`src/inc/scan_pins_consts.vh`:
```
`ifndef SCAN_PINS_CONSTS_VH
`define SCAN_PINS_CONSTS_VH
// TAP controller state codes, one-hot
`define TAP_W            16
`define TAP_RESET        16'h0001
`define TAP_IDLE         16'h0002
`define TAP_SEL_DR       16'h0004
`define TAP_CAP_DR       16'h0008
`define TAP_SHIFT_DR     16'h0010
`define TAP_EXIT1_DR     16'h0020
`define TAP_PAUSE_DR     16'h0040
`define TAP_EXIT2_DR     16'h0080
`define TAP_UPD_DR       16'h0100
`define TAP_SEL_IR       16'h0200
`define TAP_CAP_IR       16'h0400
`define TAP_SHIFT_IR     16'h0800
`define TAP_EXIT1_IR     16'h1000
`define TAP_PAUSE_IR     16'h2000
`define TAP_EXIT2_IR     16'h4000
`define TAP_UPD_IR       16'h8000
// Register widths and reset values
`define IR_W             4
`define IR_CAPTURE       4'h1
`define IR_BYPASS        4'hF
`define IR_SCAN          4'h0
`define BSR_W            4
// Idle pad levels: mode select high, test clock low
`define PAD_SYNC_RESET   4'h4
`define RESET_TCK_CYCLES 5
`endif

```
`src/hw/shared_boundary_scan_pins.v`:
```
// Functional notes
// - Sample TDI on each test clock rise
// - Drive scan data out on TDO
// - Not in test: all four pins are user I/O
// - Flexible: mode select low enters test
// - Test mode held until logic-reset state
// - Five high mode clocks reach logic reset
// - Dedicated: mode select drives TAP only
`timescale 1ns/1ps
`include "scan_pins_consts.vh"
module shared_boundary_scan_pins (
  input  wire                  sys_clk_in,
  input  wire                  sys_rst_in,
  input  wire                  reserve_pins_in,
  input  wire                  tck_pad_in,
  input  wire                  tdi_pad_in,
  input  wire                  tms_pad_in,
  input  wire                  tdo_pad_in,
  output reg                   tck_pad_out,
  output reg                   tck_pad_oe_out,
  output reg                   tdi_pad_out,
  output reg                   tdi_pad_oe_out,
  output reg                   tms_pad_out,
  output reg                   tms_pad_oe_out,
  output reg                   tdo_pad_out,
  output reg                   tdo_pad_oe_out,
  input  wire [3:0]            user_out_in,
  input  wire [3:0]            user_oe_in,
  output reg  [3:0]            user_in_out,
  input  wire [`BSR_W-1:0]     bsr_capture_in,
  output reg  [`BSR_W-1:0]     bsr_update_out,
  output reg                   test_active_out,
  output wire [`TAP_W-1:0]     tap_state_out
);
  // ----------------------------------------
  // Pin synchronisers
  // ----------------------------------------
  reg  [3:0] meta_r;
  reg  [3:0] sync_r;
  reg        tck_prev_r;
  reg        reserve_r;
  wire       tck_s = sync_r[0];
  wire       tdi_s = sync_r[1];
  wire       tms_s = sync_r[2];
  wire       tck_rise = tck_s & ~tck_prev_r;
  wire       tck_fall = ~tck_s & tck_prev_r;

  always @(posedge sys_clk_in) begin
    if (sys_rst_in) begin
      // Idle levels, so reset never fakes a low mode select
      meta_r     <= `PAD_SYNC_RESET;
      sync_r     <= `PAD_SYNC_RESET;
      tck_prev_r <= 1'b0;
      reserve_r  <= 1'b0;
    end else begin
      meta_r     <= {tdo_pad_in, tms_pad_in, tdi_pad_in, tck_pad_in};
      sync_r     <= meta_r;
      tck_prev_r <= sync_r[0];
      reserve_r  <= reserve_pins_in;
    end
  end

  // ----------------------------------------
  // Mode ownership
  // ----------------------------------------
  reg  test_mode_r;
  reg  test_mode_nxt;
  wire tap_live = reserve_r | test_mode_r;
  // Mode select reaches TAP only while scan owns pins
  wire tms_tap = tap_live ? tms_s : 1'b1;

  tap_fsm u_tap (
    .sys_clk_in  (sys_clk_in),
    .sys_rst_in  (sys_rst_in),
    .tck_rise_in (tck_rise),
    .mode_sel_in (tms_tap),
    .state_out   (tap_state_out)
  );

  always @* begin
    test_mode_nxt = test_mode_r;
    if (reserve_r) begin
      test_mode_nxt = 1'b1;
    end else if (!test_mode_r) begin
      // Flexible: capture low mode select only
      if (!tms_s) begin
        test_mode_nxt = 1'b1;
      end
    end else if (tck_rise && tap_state_out == `TAP_SEL_IR && tms_s) begin
      // This rise lands in logic reset
      test_mode_nxt = 1'b0;
    end else if (tap_state_out == `TAP_RESET && tms_s) begin
      test_mode_nxt = 1'b0;
    end
  end

  // ----------------------------------------
  // Instruction and data shift paths
  // ----------------------------------------
  reg  [`IR_W-1:0]  ir_shift_r;
  reg  [`IR_W-1:0]  ir_r;
  reg  [`BSR_W-1:0] bsr_shift_r;
  reg               bypass_r;
  reg               tdo_r;
  reg               tdo_en_r;
  wire              shifting_ir = tap_state_out == `TAP_SHIFT_IR;
  wire              shifting_dr = tap_state_out == `TAP_SHIFT_DR;

  always @(posedge sys_clk_in) begin
    if (sys_rst_in) begin
      test_mode_r    <= 1'b0;
      ir_shift_r     <= `IR_CAPTURE;
      ir_r           <= `IR_BYPASS;
      bsr_shift_r    <= {`BSR_W{1'b0}};
      bsr_update_out <= {`BSR_W{1'b0}};
      bypass_r       <= 1'b0;
      tdo_r          <= 1'b0;
      tdo_en_r       <= 1'b0;
    end else begin
      test_mode_r <= test_mode_nxt;
      if (tap_state_out == `TAP_RESET) begin
        ir_r <= `IR_BYPASS;
      end
      if (tck_rise) begin
        case (tap_state_out)
          `TAP_CAP_IR:   ir_shift_r  <= `IR_CAPTURE;
          `TAP_SHIFT_IR: ir_shift_r  <= {tdi_s, ir_shift_r[`IR_W-1:1]};
          `TAP_UPD_IR:   ir_r        <= ir_shift_r;
          `TAP_CAP_DR: begin
            bsr_shift_r <= bsr_capture_in;
            bypass_r    <= 1'b0;
          end
          `TAP_SHIFT_DR: begin
            bsr_shift_r <= {tdi_s, bsr_shift_r[`BSR_W-1:1]};
            bypass_r    <= tdi_s;
          end
          `TAP_UPD_DR: begin
            if (ir_r == `IR_SCAN) begin
              bsr_update_out <= bsr_shift_r;
            end
          end
          default: begin
          end
        endcase
      end
      // Output changes on falling edge, as the TAP convention expects
      if (tck_fall) begin
        tdo_en_r <= shifting_ir | shifting_dr;
        if (shifting_ir) begin
          tdo_r <= ir_shift_r[0];
        end else if (ir_r == `IR_SCAN) begin
          tdo_r <= bsr_shift_r[0];
        end else begin
          tdo_r <= bypass_r;
        end
      end
    end
  end

  // ----------------------------------------
  // Pad multiplexing
  // ----------------------------------------
  always @(posedge sys_clk_in) begin
    if (sys_rst_in) begin
      {tck_pad_out, tdi_pad_out, tms_pad_out, tdo_pad_out} <= 4'h0;
      {tck_pad_oe_out, tdi_pad_oe_out, tms_pad_oe_out, tdo_pad_oe_out} <= 4'h0;
      user_in_out     <= 4'h0;
      test_active_out <= 1'b0;
    end else begin
      test_active_out <= tap_live;
      user_in_out     <= sync_r;
      if (tap_live) begin
        // Clock and data in stay released; data out drives, mode select only as a user pin
        tck_pad_out    <= 1'b0;
        tck_pad_oe_out <= 1'b0;
        tdi_pad_out    <= 1'b0;
        tdi_pad_oe_out <= 1'b0;
        tdo_pad_out    <= tdo_r;
        tdo_pad_oe_out <= tdo_en_r;
        // Mode select keeps user role in flexible mode only
        tms_pad_out    <= reserve_r ? 1'b0 : user_out_in[2];
        tms_pad_oe_out <= reserve_r ? 1'b0 : user_oe_in[2];
      end else begin
        tck_pad_out    <= user_out_in[0];
        tck_pad_oe_out <= user_oe_in[0];
        tdi_pad_out    <= user_out_in[1];
        tdi_pad_oe_out <= user_oe_in[1];
        tms_pad_out    <= user_out_in[2];
        tms_pad_oe_out <= user_oe_in[2];
        tdo_pad_out    <= user_out_in[3];
        tdo_pad_oe_out <= user_oe_in[3];
      end
    end
  end
endmodule // shared_boundary_scan_pins

```
`src/hw/tap_fsm.v`:
```
`timescale 1ns/1ps
`include "scan_pins_consts.vh"
module tap_fsm (
  input  wire                  sys_clk_in,
  input  wire                  sys_rst_in,
  input  wire                  tck_rise_in,
  input  wire                  mode_sel_in,
  output reg  [`TAP_W-1:0]     state_out
);
  reg [`TAP_W-1:0] state_nxt;
  // ----------------------------------------
  // Standard sixteen-state walk
  // ----------------------------------------
  always @* begin
    case (state_out)
      `TAP_RESET:    state_nxt = mode_sel_in ? `TAP_RESET   : `TAP_IDLE;
      `TAP_IDLE:     state_nxt = mode_sel_in ? `TAP_SEL_DR  : `TAP_IDLE;
      `TAP_SEL_DR:   state_nxt = mode_sel_in ? `TAP_SEL_IR  : `TAP_CAP_DR;
      `TAP_CAP_DR:   state_nxt = mode_sel_in ? `TAP_EXIT1_DR : `TAP_SHIFT_DR;
      `TAP_SHIFT_DR: state_nxt = mode_sel_in ? `TAP_EXIT1_DR : `TAP_SHIFT_DR;
      `TAP_EXIT1_DR: state_nxt = mode_sel_in ? `TAP_UPD_DR  : `TAP_PAUSE_DR;
      `TAP_PAUSE_DR: state_nxt = mode_sel_in ? `TAP_EXIT2_DR : `TAP_PAUSE_DR;
      `TAP_EXIT2_DR: state_nxt = mode_sel_in ? `TAP_UPD_DR  : `TAP_SHIFT_DR;
      `TAP_UPD_DR:   state_nxt = mode_sel_in ? `TAP_SEL_DR  : `TAP_IDLE;
      `TAP_SEL_IR:   state_nxt = mode_sel_in ? `TAP_RESET   : `TAP_CAP_IR;
      `TAP_CAP_IR:   state_nxt = mode_sel_in ? `TAP_EXIT1_IR : `TAP_SHIFT_IR;
      `TAP_SHIFT_IR: state_nxt = mode_sel_in ? `TAP_EXIT1_IR : `TAP_SHIFT_IR;
      `TAP_EXIT1_IR: state_nxt = mode_sel_in ? `TAP_UPD_IR  : `TAP_PAUSE_IR;
      `TAP_PAUSE_IR: state_nxt = mode_sel_in ? `TAP_EXIT2_IR : `TAP_PAUSE_IR;
      `TAP_EXIT2_IR: state_nxt = mode_sel_in ? `TAP_UPD_IR  : `TAP_SHIFT_IR;
      `TAP_UPD_IR:   state_nxt = mode_sel_in ? `TAP_SEL_DR  : `TAP_IDLE;
      default:       state_nxt = `TAP_RESET;
    endcase
  end

  always @(posedge sys_clk_in) begin
    if (sys_rst_in) begin
      state_out <= `TAP_RESET;
    end else if (tck_rise_in) begin
      state_out <= state_nxt;
    end
  end
endmodule // tap_fsm

```
`config.mk`:
```
export PLATFORM = sky130hd
export DESIGN_NAME = shared_boundary_scan_pins
export DESIGN_NICKNAME = d
export VERILOG_FILES = /design/src/hw/shared_boundary_scan_pins.v /design/src/hw/tap_fsm.v
export VERILOG_INCLUDE_DIRS = /design/src /design/src/inc
export SDC_FILE = /design/constraint.sdc
export NUM_CORES = 1
export LEC_CHECK = 0
export ABC_AREA = 1
export BUFFER_PORTS_ARGS = -buffer_cell sky130_fd_sc_hd__buf_2
export CAP_MARGIN = 5
export CORE_MARGIN = 3
export CORE_UTILIZATION = 49
export DETAILED_ROUTE_END_ITERATION = 7
export PLACE_DENSITY_LB_ADDON = 0.15
export SLEW_MARGIN = 5
export SYNTH_ARGS = -nofsm -noshare
export SYNTH_HDL_FRONTEND = slang
export SYNTH_SLANG_ARGS = --single-unit
```
`constraint.sdc`:
```
create_clock -name sys_clk_in -period 3.1 [get_ports sys_clk_in]
set_input_delay 0.31 -clock sys_clk_in [delete_from_list [all_inputs] [get_ports sys_clk_in]]
set_output_delay 0.31 -clock sys_clk_in [all_outputs]
set_load 0.005 [all_outputs]
```
# Word-level counts from Yosys, hierarchy flattened
# Index checks and enable logic that the tools add are counted.
# word_totals
register_bits	59
in_bits	19
out_inout_bits	33
# classes
n_eq_ne	16
muxes	33
n_bitwise	6
reduce_logical	13
# ops
operator	n
case mux 16 bit (12 select lines)	1
2-to-1 mux 16 bit	2
2-to-1 mux 9 bit	2
== test 16 x 1 -> 1 bit, second input constant	1
== test 16 x 10 -> 1 bit, second input constant	1
== test 16 x 11 -> 1 bit, second input constant	1
== test 16 x 12 -> 1 bit, second input constant	1
== test 16 x 13 -> 1 bit, second input constant	1
== test 16 x 14 -> 1 bit, second input constant	1
== test 16 x 15 -> 1 bit, second input constant	1
== test 16 bit, second input constant	1
== test 16 x 2 -> 1 bit, second input constant	1
== test 16 x 3 -> 1 bit, second input constant	1
== test 16 x 4 -> 1 bit, second input constant	1
== test 16 x 5 -> 1 bit, second input constant	1
== test 16 x 6 -> 1 bit, second input constant	1
== test 16 x 7 -> 1 bit, second input constant	1
== test 16 x 8 -> 1 bit, second input constant	1
== test 16 x 9 -> 1 bit, second input constant	1
case mux 4 bit (2 select lines)	2
2-to-1 mux 15 bit	1
2-to-1 mux 1 bit	14
2-to-1 mux 13 bit	1
2-to-1 mux 4 bit	3
17 further kinds	26

# Longest topological paths before layout
# Gate-level depths: netlist (run 1).
# depth
ltp_word	7
depth_mapped	10
depth_no_buf	10

# Modules after synthesis
# Synthesis (run 1) repeated with hierarchy kept, for this count alone.
# hier_totals
cells_unflattened	419
hier_area_um2	2870.3
# modules_own_cells
mod	instances	cells_each	area_each_um2	seq_area_each_um2
shared_boundary_scan_pins	1	258	1844.3	840.8
tap_fsm	1	161	1026.0	320.3

# Least setup slack after synthesis (run 1)
# No wires, ideal clock.
# synth_timing
kind	register to register
start	register u_tap.state_out[8]
end	register ir_shift_r[3]
setup_time_ns	0.128
t_arrival_ns	1.213
required_ns	2.972
setup_slack_ns	1.760
stages_incl_launch_ff	11
path_buffers	0
period_less_slack_ns	1.340
path_cell_list	dfxtp_1 > nor2_2 > inv_1 > nor2_2 > nand2_1 > nand2_1 > nand2_2 > nor2_4 > o21ai_1 > o21ai_0 > nor2_1
# synth_between
elab_chain_len	3
elab_cells_between_ends	5
# synth_rtl
item	line	text
from (decl)	tap_fsm.v:8	output reg [`TAP_W-1:0] state_out
from (signal assigned)	tap_fsm.v:38	state_out <= `TAP_RESET;
from (signal assigned)	tap_fsm.v:40	state_out <= state_nxt;
== test 16 x 12 -> 1 bit or == test 16 x 11 -> 1 bit (tied branches)	shared_boundary_scan_pins.v:125	case (tap_state_out)
nonzero test 2 bit (no line)	-	
AND reduction 2 bit (no line)	-	
to (signal assigned)	shared_boundary_scan_pins.v:112	ir_shift_r <= `IR_CAPTURE;
to (signal assigned)	shared_boundary_scan_pins.v:126	`TAP_CAP_IR: ir_shift_r <= `IR_CAPTURE;
to (signal assigned)	shared_boundary_scan_pins.v:127	`TAP_SHIFT_IR: ir_shift_r <= {tdi_s, ir_shift_r[`IR_W-1:1]};
to (decl)	shared_boundary_scan_pins.v:100	reg [`IR_W-1:0] ir_shift_r;
# Several ways; a longest one is shown, not always the timed one.
# A chain may end at the register's enable or synchronous reset.

# Worst setup path after layout (run 1)
# layout_timing
start	register sync_r[0]
end	register u_tap.state_out[14]
# layout_between
elab_chain_len	1
# layout_rtl
item	line	text
from (decl)	shared_boundary_scan_pins.v:39	reg [3:0] sync_r;
from (signal assigned)	shared_boundary_scan_pins.v:52	sync_r <= `PAD_SYNC_RESET;
from (signal assigned)	shared_boundary_scan_pins.v:57	sync_r <= meta_r;
bitwise AND 1 bit	shared_boundary_scan_pins.v:45	wire tck_rise = tck_s & ~tck_prev_r;
# Every way passes these cells.

==> impl_results.md, run 1 <==
* Aggregate global routing overflow at 0
* Gp weighted congestion at 0.900
* Element type at the critical path start: flip-flop
* Wire length of the first global-routing pass at 9.52 mm
* Share of synthesized area occupied by flip-flops and latches at 45.2%
* Initial DRC count at 198
* Clock-pin slew on the worst setup and hold paths at 0.06 ns
* Area share of the largest cell type after synthesis at 45.2%
* Grt met3 use at under 10%
* Length of the first detailed-routing pass in iterations at 4
* Ports at between 50 and 60
* Cell repeated most along the worst path: inv_1
* Root Driver: clkbuf_8
* DRC violations left at 0
* Number of H-tree branching levels at 3
* Headroom to the max-slew limit at 45.6%
* Routed vias/inst at approximately 5.0
* Critical path arrival at 2.16 ns
* Clock tree buffer depth at 2
* Total global routing track utilization at 19.8%
* Count of state elements after synthesis at between 50 and 60
* Cell Area, Synth at 2570 um^2
* Hold crit path type: input pin to flip-flop
* Aggregate negative setup slack at 0 ns
* Antenna Violating Nets Remaining at 0
* Cell with the biggest individual delay on the critical path: nor2_1
* Count of synthesis-stage warnings from yosys at 0
* Delay of the slowest cell on the worst path at 0.57 ns
* Horizontal die dimension at 78.4 um
* Vias after detailed routing at approximately 2400
* Wire length after detailed routing at 5.63 mm
* Dominant cell type by area after synthesis: dfxtp_1
* Setup Skew at 0.00550 ns
* Synth Instances at around 350
* CP required at 3.35 ns
* Most area-consuming cells after synthesis: dfxtp_1 45%, nand2_1 11%, nor2_1 7.9%, inv_1 6.1%, a21oi_1 4.9%
* Setup crit end kind: flip-flop
* Number of CTS-inserted buffers at 9
* Leakage at between 1 and 1.5 nW
* Top achievable clock speed at 0.524 GHz
* Final number of max-transition violations at 0
* Placed instance area at roughly 2800 um^2
* Synthesized area per cell at about 7.3 um^2
* WS Path Type: flip-flop to flip-flop
* Clock period minus final worst setup slack at around 1.9 ns
* Final clock period utilization by the worst path at 61.5%
* RSZ-0062 raised after global routing: false
* Floorplan Core Area at 4910 um^2
* Initial Utilization at 52.4%
* Commonest cells after routing, fill and taps aside: 72 x nand2_1, 58 x dfxtp_1, 54 x nor2_1
* Number of global-route vias before repair at 2108
* Peak supply drop at around 370 uV
* Post-route standard cell area excluding fillers at about 3100 um^2
* DP HPWL at 4.02 mm
* Setup-violating endpoint count in the final report at 0
* Signed area change from the synthesized netlist to the final layout at 19.3%
* Number of buffers inserted by port buffering at between 50 and 60
* Clock tree from TritonCTS: yes
* Latest clock arrival within the worst-skew pair at 0.32 ns
* Total number of placement rows at 25
* Diodes inserted at 0
* Chip height at 78.4 um
* Top fanout value on the critical path at 23
* Leading cell type in the layout, fill and taps excluded: nand2_1
* Outcome: complete, no violations
* Power Density at 537 nW/um^2
* Antenna violations before repair at 0
* # resized after CTS at 0
* Met1 routing resource usage after global routing at 26.6%
* Final Hold Slack at 0.166 ns
* Pin count of the biggest net entering global routing at 40
* Ordered cell list for the critical path: inv_1, nor2_4, inv_1, nor2_1, nand4_1, a21oi_1
* Max-capacitance violation count at 0
* GR Util met2 at 30.0%
* Final standard cell count with taps included and fillers excluded at 475
* Inst Count DP at 459
* Area of the die at 6150 um^2
* Least-Margin Pin Slew at 0.815 ns
* Distinct cell type count after synthesis at 29
* CTS sink cnt at 58
* Fraction of final layout cells with drive strength greater than 1 at 23.3%
* Synthesized netlist net count at 370
* Average detailed-routed wire length per instance at 11.9 um
* Post-route total power at 1.65 mW
* Post CTS Setup Buffer Count at 0
* Number of endpoints with negative hold slack in the final report at 0
* Global route hottest layer: met2
* Quantity of hold-fixing buffers added after cts at 0
* # nets final at 422
## where the power goes
| part | switching (mW) | internal (mW) | total, mW |
|---|---|---|---|
| logic | 0.0488 | 0.0280 | 0.0768 |
| clock network | 0.287 | 0.517 | 0.804 |
| registers | 0.00543 | 0.761 | 0.767 |
## worst max-delay path, delay by kind of cell (launching register included)
family	cells	cell delay, ns
flip-flops	1	0.31
buffers and inverters	2	0.46
AND/OR/NAND/NOR	3	0.92
AO/OA/AOI/OAI	1	0.14
## routing by layer
metal	vias up	wire length (um)	part of all wire [%]
li1	1228	-	-
met2	51	2490	44
met3	7	283	5.0
met4	0	64	1.1
met1	1069	2790	50
met5	-	0	0
## final timing paths
kind	from	endpoint	slack [ns]	cells past startpoint
worst max-delay path	sync_r[0]	u_tap.state_out[14]	1.19	6
worst min-delay path	tms_pad_in	meta_r[2]	0.17	2
worst max register to register	sync_r[0]	u_tap.state_out[14]	1.19	6
worst min register to register	meta_r[1]	sync_r[1]	0.40	2
## synth_stat cells
library cell / number
nand2_4: 1
a21oi_1: 25
buf_6: 1
nand4_1: 5
o22ai_1: 4
buf_2: 1
nand3_1: 18
clkbuf_1: 4
o21ai_1: 15
nor2_1: 54
nor2_4: 6
nor3_4: 1
buf_4: 1
buf_8: 1
nor3b_1: 2
a21oi_2: 2
nor3_1: 4
inv_1: 42
nand2_1: 72
inv_2: 3
a31oi_1: 1
dfxtp_1: 58
nand3_4: 2
o211ai_1: 2
or2_2: 2
clkbuf_8: 2
o21ai_0: 11
nor2_2: 6
nand2_2: 5
## through the flow
stage               worst slack [ns]  utilization [%]
floorplan                       1.76                -
global placement                1.22             57.6
detailed placement              1.22             57.6
CTS                             1.20             62.4
finish                          1.19             62.4
global route                    1.04             62.4
## sequential cells by signal, indices dropped and copies added (netlist names), 4 cells and up
| register | count |
|---|---|
| ir_shift_r | 4 |
| u_tap.state_out | 16 |
| user_in_out | 4 |
| bsr_update_out | 4 |
| meta_r | 4 |
| ir_r | 4 |
| sync_r | 4 |
| bsr_shift_r | 4 |
## logic make-up (layout without fill, tap and decap cells)
group / Yosys count / count (layout) / share of synthesized area (%)
flops: 58 / 58 / 45.2
simple gates: 178 / 178 / 32.7
compound gates: 60 / 60 / 12.4
buf+inv: 55 / 112 / 9.73
## area by class of cell
class / instances / area, um^2
Multi-Input combinational cell: 238 / 1160
Clock inverter: 4 / 72.6
Timing Repair Buffer: 51 / 255
Fill cell: 472 / 1840
Clock buffer: 12 / 165
Sequential cell: 58 / 1160
Inverter: 45 / 169
Tap cell: 67 / 83.8
Note: power is estimated with default switching activity, not from simulation.
==> run 2, diff against run 1 <==
==> constraint.sdc (replaced) <==
create_clock -name sys_clk_in -period 1.77 [get_ports sys_clk_in]
set_input_delay 0.177 -clock sys_clk_in [delete_from_list [all_inputs] [get_ports sys_clk_in]]
set_output_delay 0.177 -clock sys_clk_in [all_outputs]
set_load 0.005 [all_outputs]
==> impl_results.md, run 2 (synthesis results as in run 1) <==
* Top achievable clock speed at 0.621 GHz
* CTS sink cnt at 58
* Aggregate negative setup slack at 0 ns
* Number of global-route vias before repair at about 2100
* Delay of the slowest cell on the worst path at 0.37 ns
* Wire length after detailed routing at 5.82 mm
* Critical path arrival at between 1.5 and 2 ns
* Diodes inserted at 0
* Reg2Reg Launch Point: u_tap.state_out[12]
* Worst Hold Path Cells at 2
* Clock tree buffer depth at 2
* Top reg by flops: u_tap.state_out
* Fraction of final layout cells with drive strength greater than 1 at between 20% and 30%
* Number of flip-flops under the largest register name at 16
* Setup-violating endpoint count in the final report at 0
* Worst setup margin at approximately 0.16 ns
* Average detailed-routed wire length per instance at 11.8 um
* Length of the first detailed-routing pass in iterations at 5
* Power Density at 894 nW/um^2
* Leakage at approximately 1.5 nW
* Routed vias/inst at 4.87
* Register-to-register path setup slack at about 0.16 ns
* Placement Setup Slack at 0.0822 ns
* Leading cell type in the layout, fill and taps excluded: nand2_1
* CP required at 2.03 ns
* Antenna violations before repair at 0
* # resized after CTS at 0
* Horizontal die dimension at 78.4 um
* RSZ-0062 raised after global routing: false
* Clock tree from TritonCTS: yes
* Switching portion of total power at 21.7%
* Chip height at a little under 80 um
* Signed area change from the synthesized netlist to the final layout at 23.5%
* Number of cells traversed by the worst register-to-register path at 9
* Antenna Violating Nets Remaining at 0
* P_int at 2.22 mW
* DRC violations left at 0
* Clk pwr share at 47.3%
* Launching instance or port of the critical path: u_tap.state_out[12]
* Total number of placement rows at 25
* Initial DRC count at between 100 and 150
* Pin count of the biggest net entering global routing at 26
* Combinational share of power at about 5.4%
* Vias after detailed routing at 2398
* Clock period minus final worst setup slack at 1.61 ns
* Hold crit path type: input pin to flip-flop
* Least-Margin Pin Slew at between 0.4 and 0.5 ns
* Latest clock arrival within the worst-skew pair at between 0.3 and 0.4 ns
* Number of buffers inserted by port buffering at between 50 and 60
* Clock-pin slew on the worst setup and hold paths at 0.06 ns
* Wire length of the first global-routing pass at 9.59 mm
* Ports at 52
* Ordered cell list for the critical path: nor2_4, nand2_4, nor2_4, nand3_1, nand2_1, nand2_2, inv_2, nand2_1, a21oi_1
* Endpoint of the lowest-slack register-to-register path: u_tap.state_out[5]
* Max-capacitance violation count at 0
* Cell with the biggest individual delay on the critical path: dfxtp_1
* DP HPWL at 4.35 mm
* Largest delay share family, worst path: simple AND/OR/NAND/NOR gates
* Logic depth of the worst setup path including buffers at 9
* Headroom to the max-slew limit at slightly above 70%
* Number of CTS-inserted buffers at 9
* Outcome: complete, no violations
* Timing endpoint of the critical path: u_tap.state_out[5]
* Portion of total power attributed to sequential cells at 47.3%
* Final clock period utilization by the worst path at 91.0%
* Element type at the critical path start: flip-flop
* Initial Utilization at 52.4%
* Setup crit end kind: flip-flop
* Setup Skew at 0.00987 ns
* # nets final at around 440
* Gp weighted congestion at 0.912
* Root Driver: clkbuf_8
* Number of H-tree branching levels at 3
* Top fanout value on the critical path at 6
* Number of endpoints with negative hold slack in the final report at 0
* Final number of max-transition violations at 0
* Floorplan Core Area at 4910 um^2
* WS Path Type: flip-flop to flip-flop
* Aggregate global routing overflow at 0
* Peak supply drop at 609 uV
* Commonest cells after routing, fill and taps aside: 72 x nand2_1, 58 x dfxtp_1, 54 x nor2_1
* Switching Power at around 0.62 mW
* WP buf/inv at 1
* Area of the die at 6150 um^2
* Total global routing track utilization at 20.2%
-- run 2: changes by cell type in the layout (fill, tap and decap cells not counted) --
cell | before | now
buf_4 | 0 | 17
clkbuf_8 | 12 | 10
clkbuf_1 | 0 | 1
clkinv_2 | 1 | 2
-- run 2: metrics by stage --
stage | utilization (%) | hold WS, ns | cells | power [mW] | area, um^2
6_report | 64.7 | 0.0193 | 492 | 2.84 | 3180
3_5_place_dp | 59.6 | 0.361 | 472 | 1.52 | 2930
3_3_place_gp | 59.6 | 0.359 | 472 | 1.52 | 2930
4_1_cts | 64.1 | 0.00338 | 488 | 2.87 | 3150
2_1_floorplan | - | 0.273 | 351 | 1.46 | 2570
5_1_grt | 64.7 | 0.0144 | 492 | 2.96 | 3180
-- run 2: worst register-to-register path: cells and delay by family (launching register included) --
kind	cells	cell delay (ns)
AND/OR/NAND/NOR	7	0.95
flip-flops	1	0.37
AO/OA/AOI/OAI	1	0.11
buffers and inverters	1	0.10
-- run 2: how the worst min path moves through the flow --
stage,startpoint,endpoint,slack [ns]
2_1_floorplan,sys_rst_in,test_active_out,0.27
3_3_place_gp,tms_pad_in,meta_r[2],0.36
3_5_place_dp,tms_pad_in,meta_r[2],0.36
4_1_cts,tms_pad_in,meta_r[2],0.003
5_1_grt,tms_pad_in,meta_r[2],0.01
6_report,tms_pad_in,meta_r[2],0.02
-- run 2: final cells by class --
cell class / count / area (um^2)
clock buffers: 11 / 141
multi-input cells: 238 / 1160
flip-flops and latches: 58 / 1160
fillers: 459 / 1740
inverters: 45 / 169
well taps: 67 / 83.8
repair buffers: 68 / 383
clock inverters: 5 / 77.6
-- run 2: metal layers --
metal / vias up / global-route usage [%] / wire length [um] / part of all wire [%]
li1: 1253 / - / - / -
met1: 1056 / 26.9 / 2730 / 47
met2: 74 / 29.2 / 2560 / 44
met3: 15 / 6.31 / 384 / 6.6
met4: 0 / 10.8 / 152 / 2.6
met5: - / 0 / 0 / 0
-- run 2: power by group through the flow --
stage	sequential, mW	clock [mW]	combinational, mW
floorplan	1.37	0	0.0872
global placement	1.37	0	0.147
detailed placement	1.37	0	0.150
CTS	1.34	1.38	0.150
global route	1.35	1.44	0.171
finish	1.34	1.34	0.152
-- run 2: repair_timing --
action	4_1_cts	5_1_grt
setup buffers	0	4
hold buffers	0	0
endpoints found under the setup margin	0	16
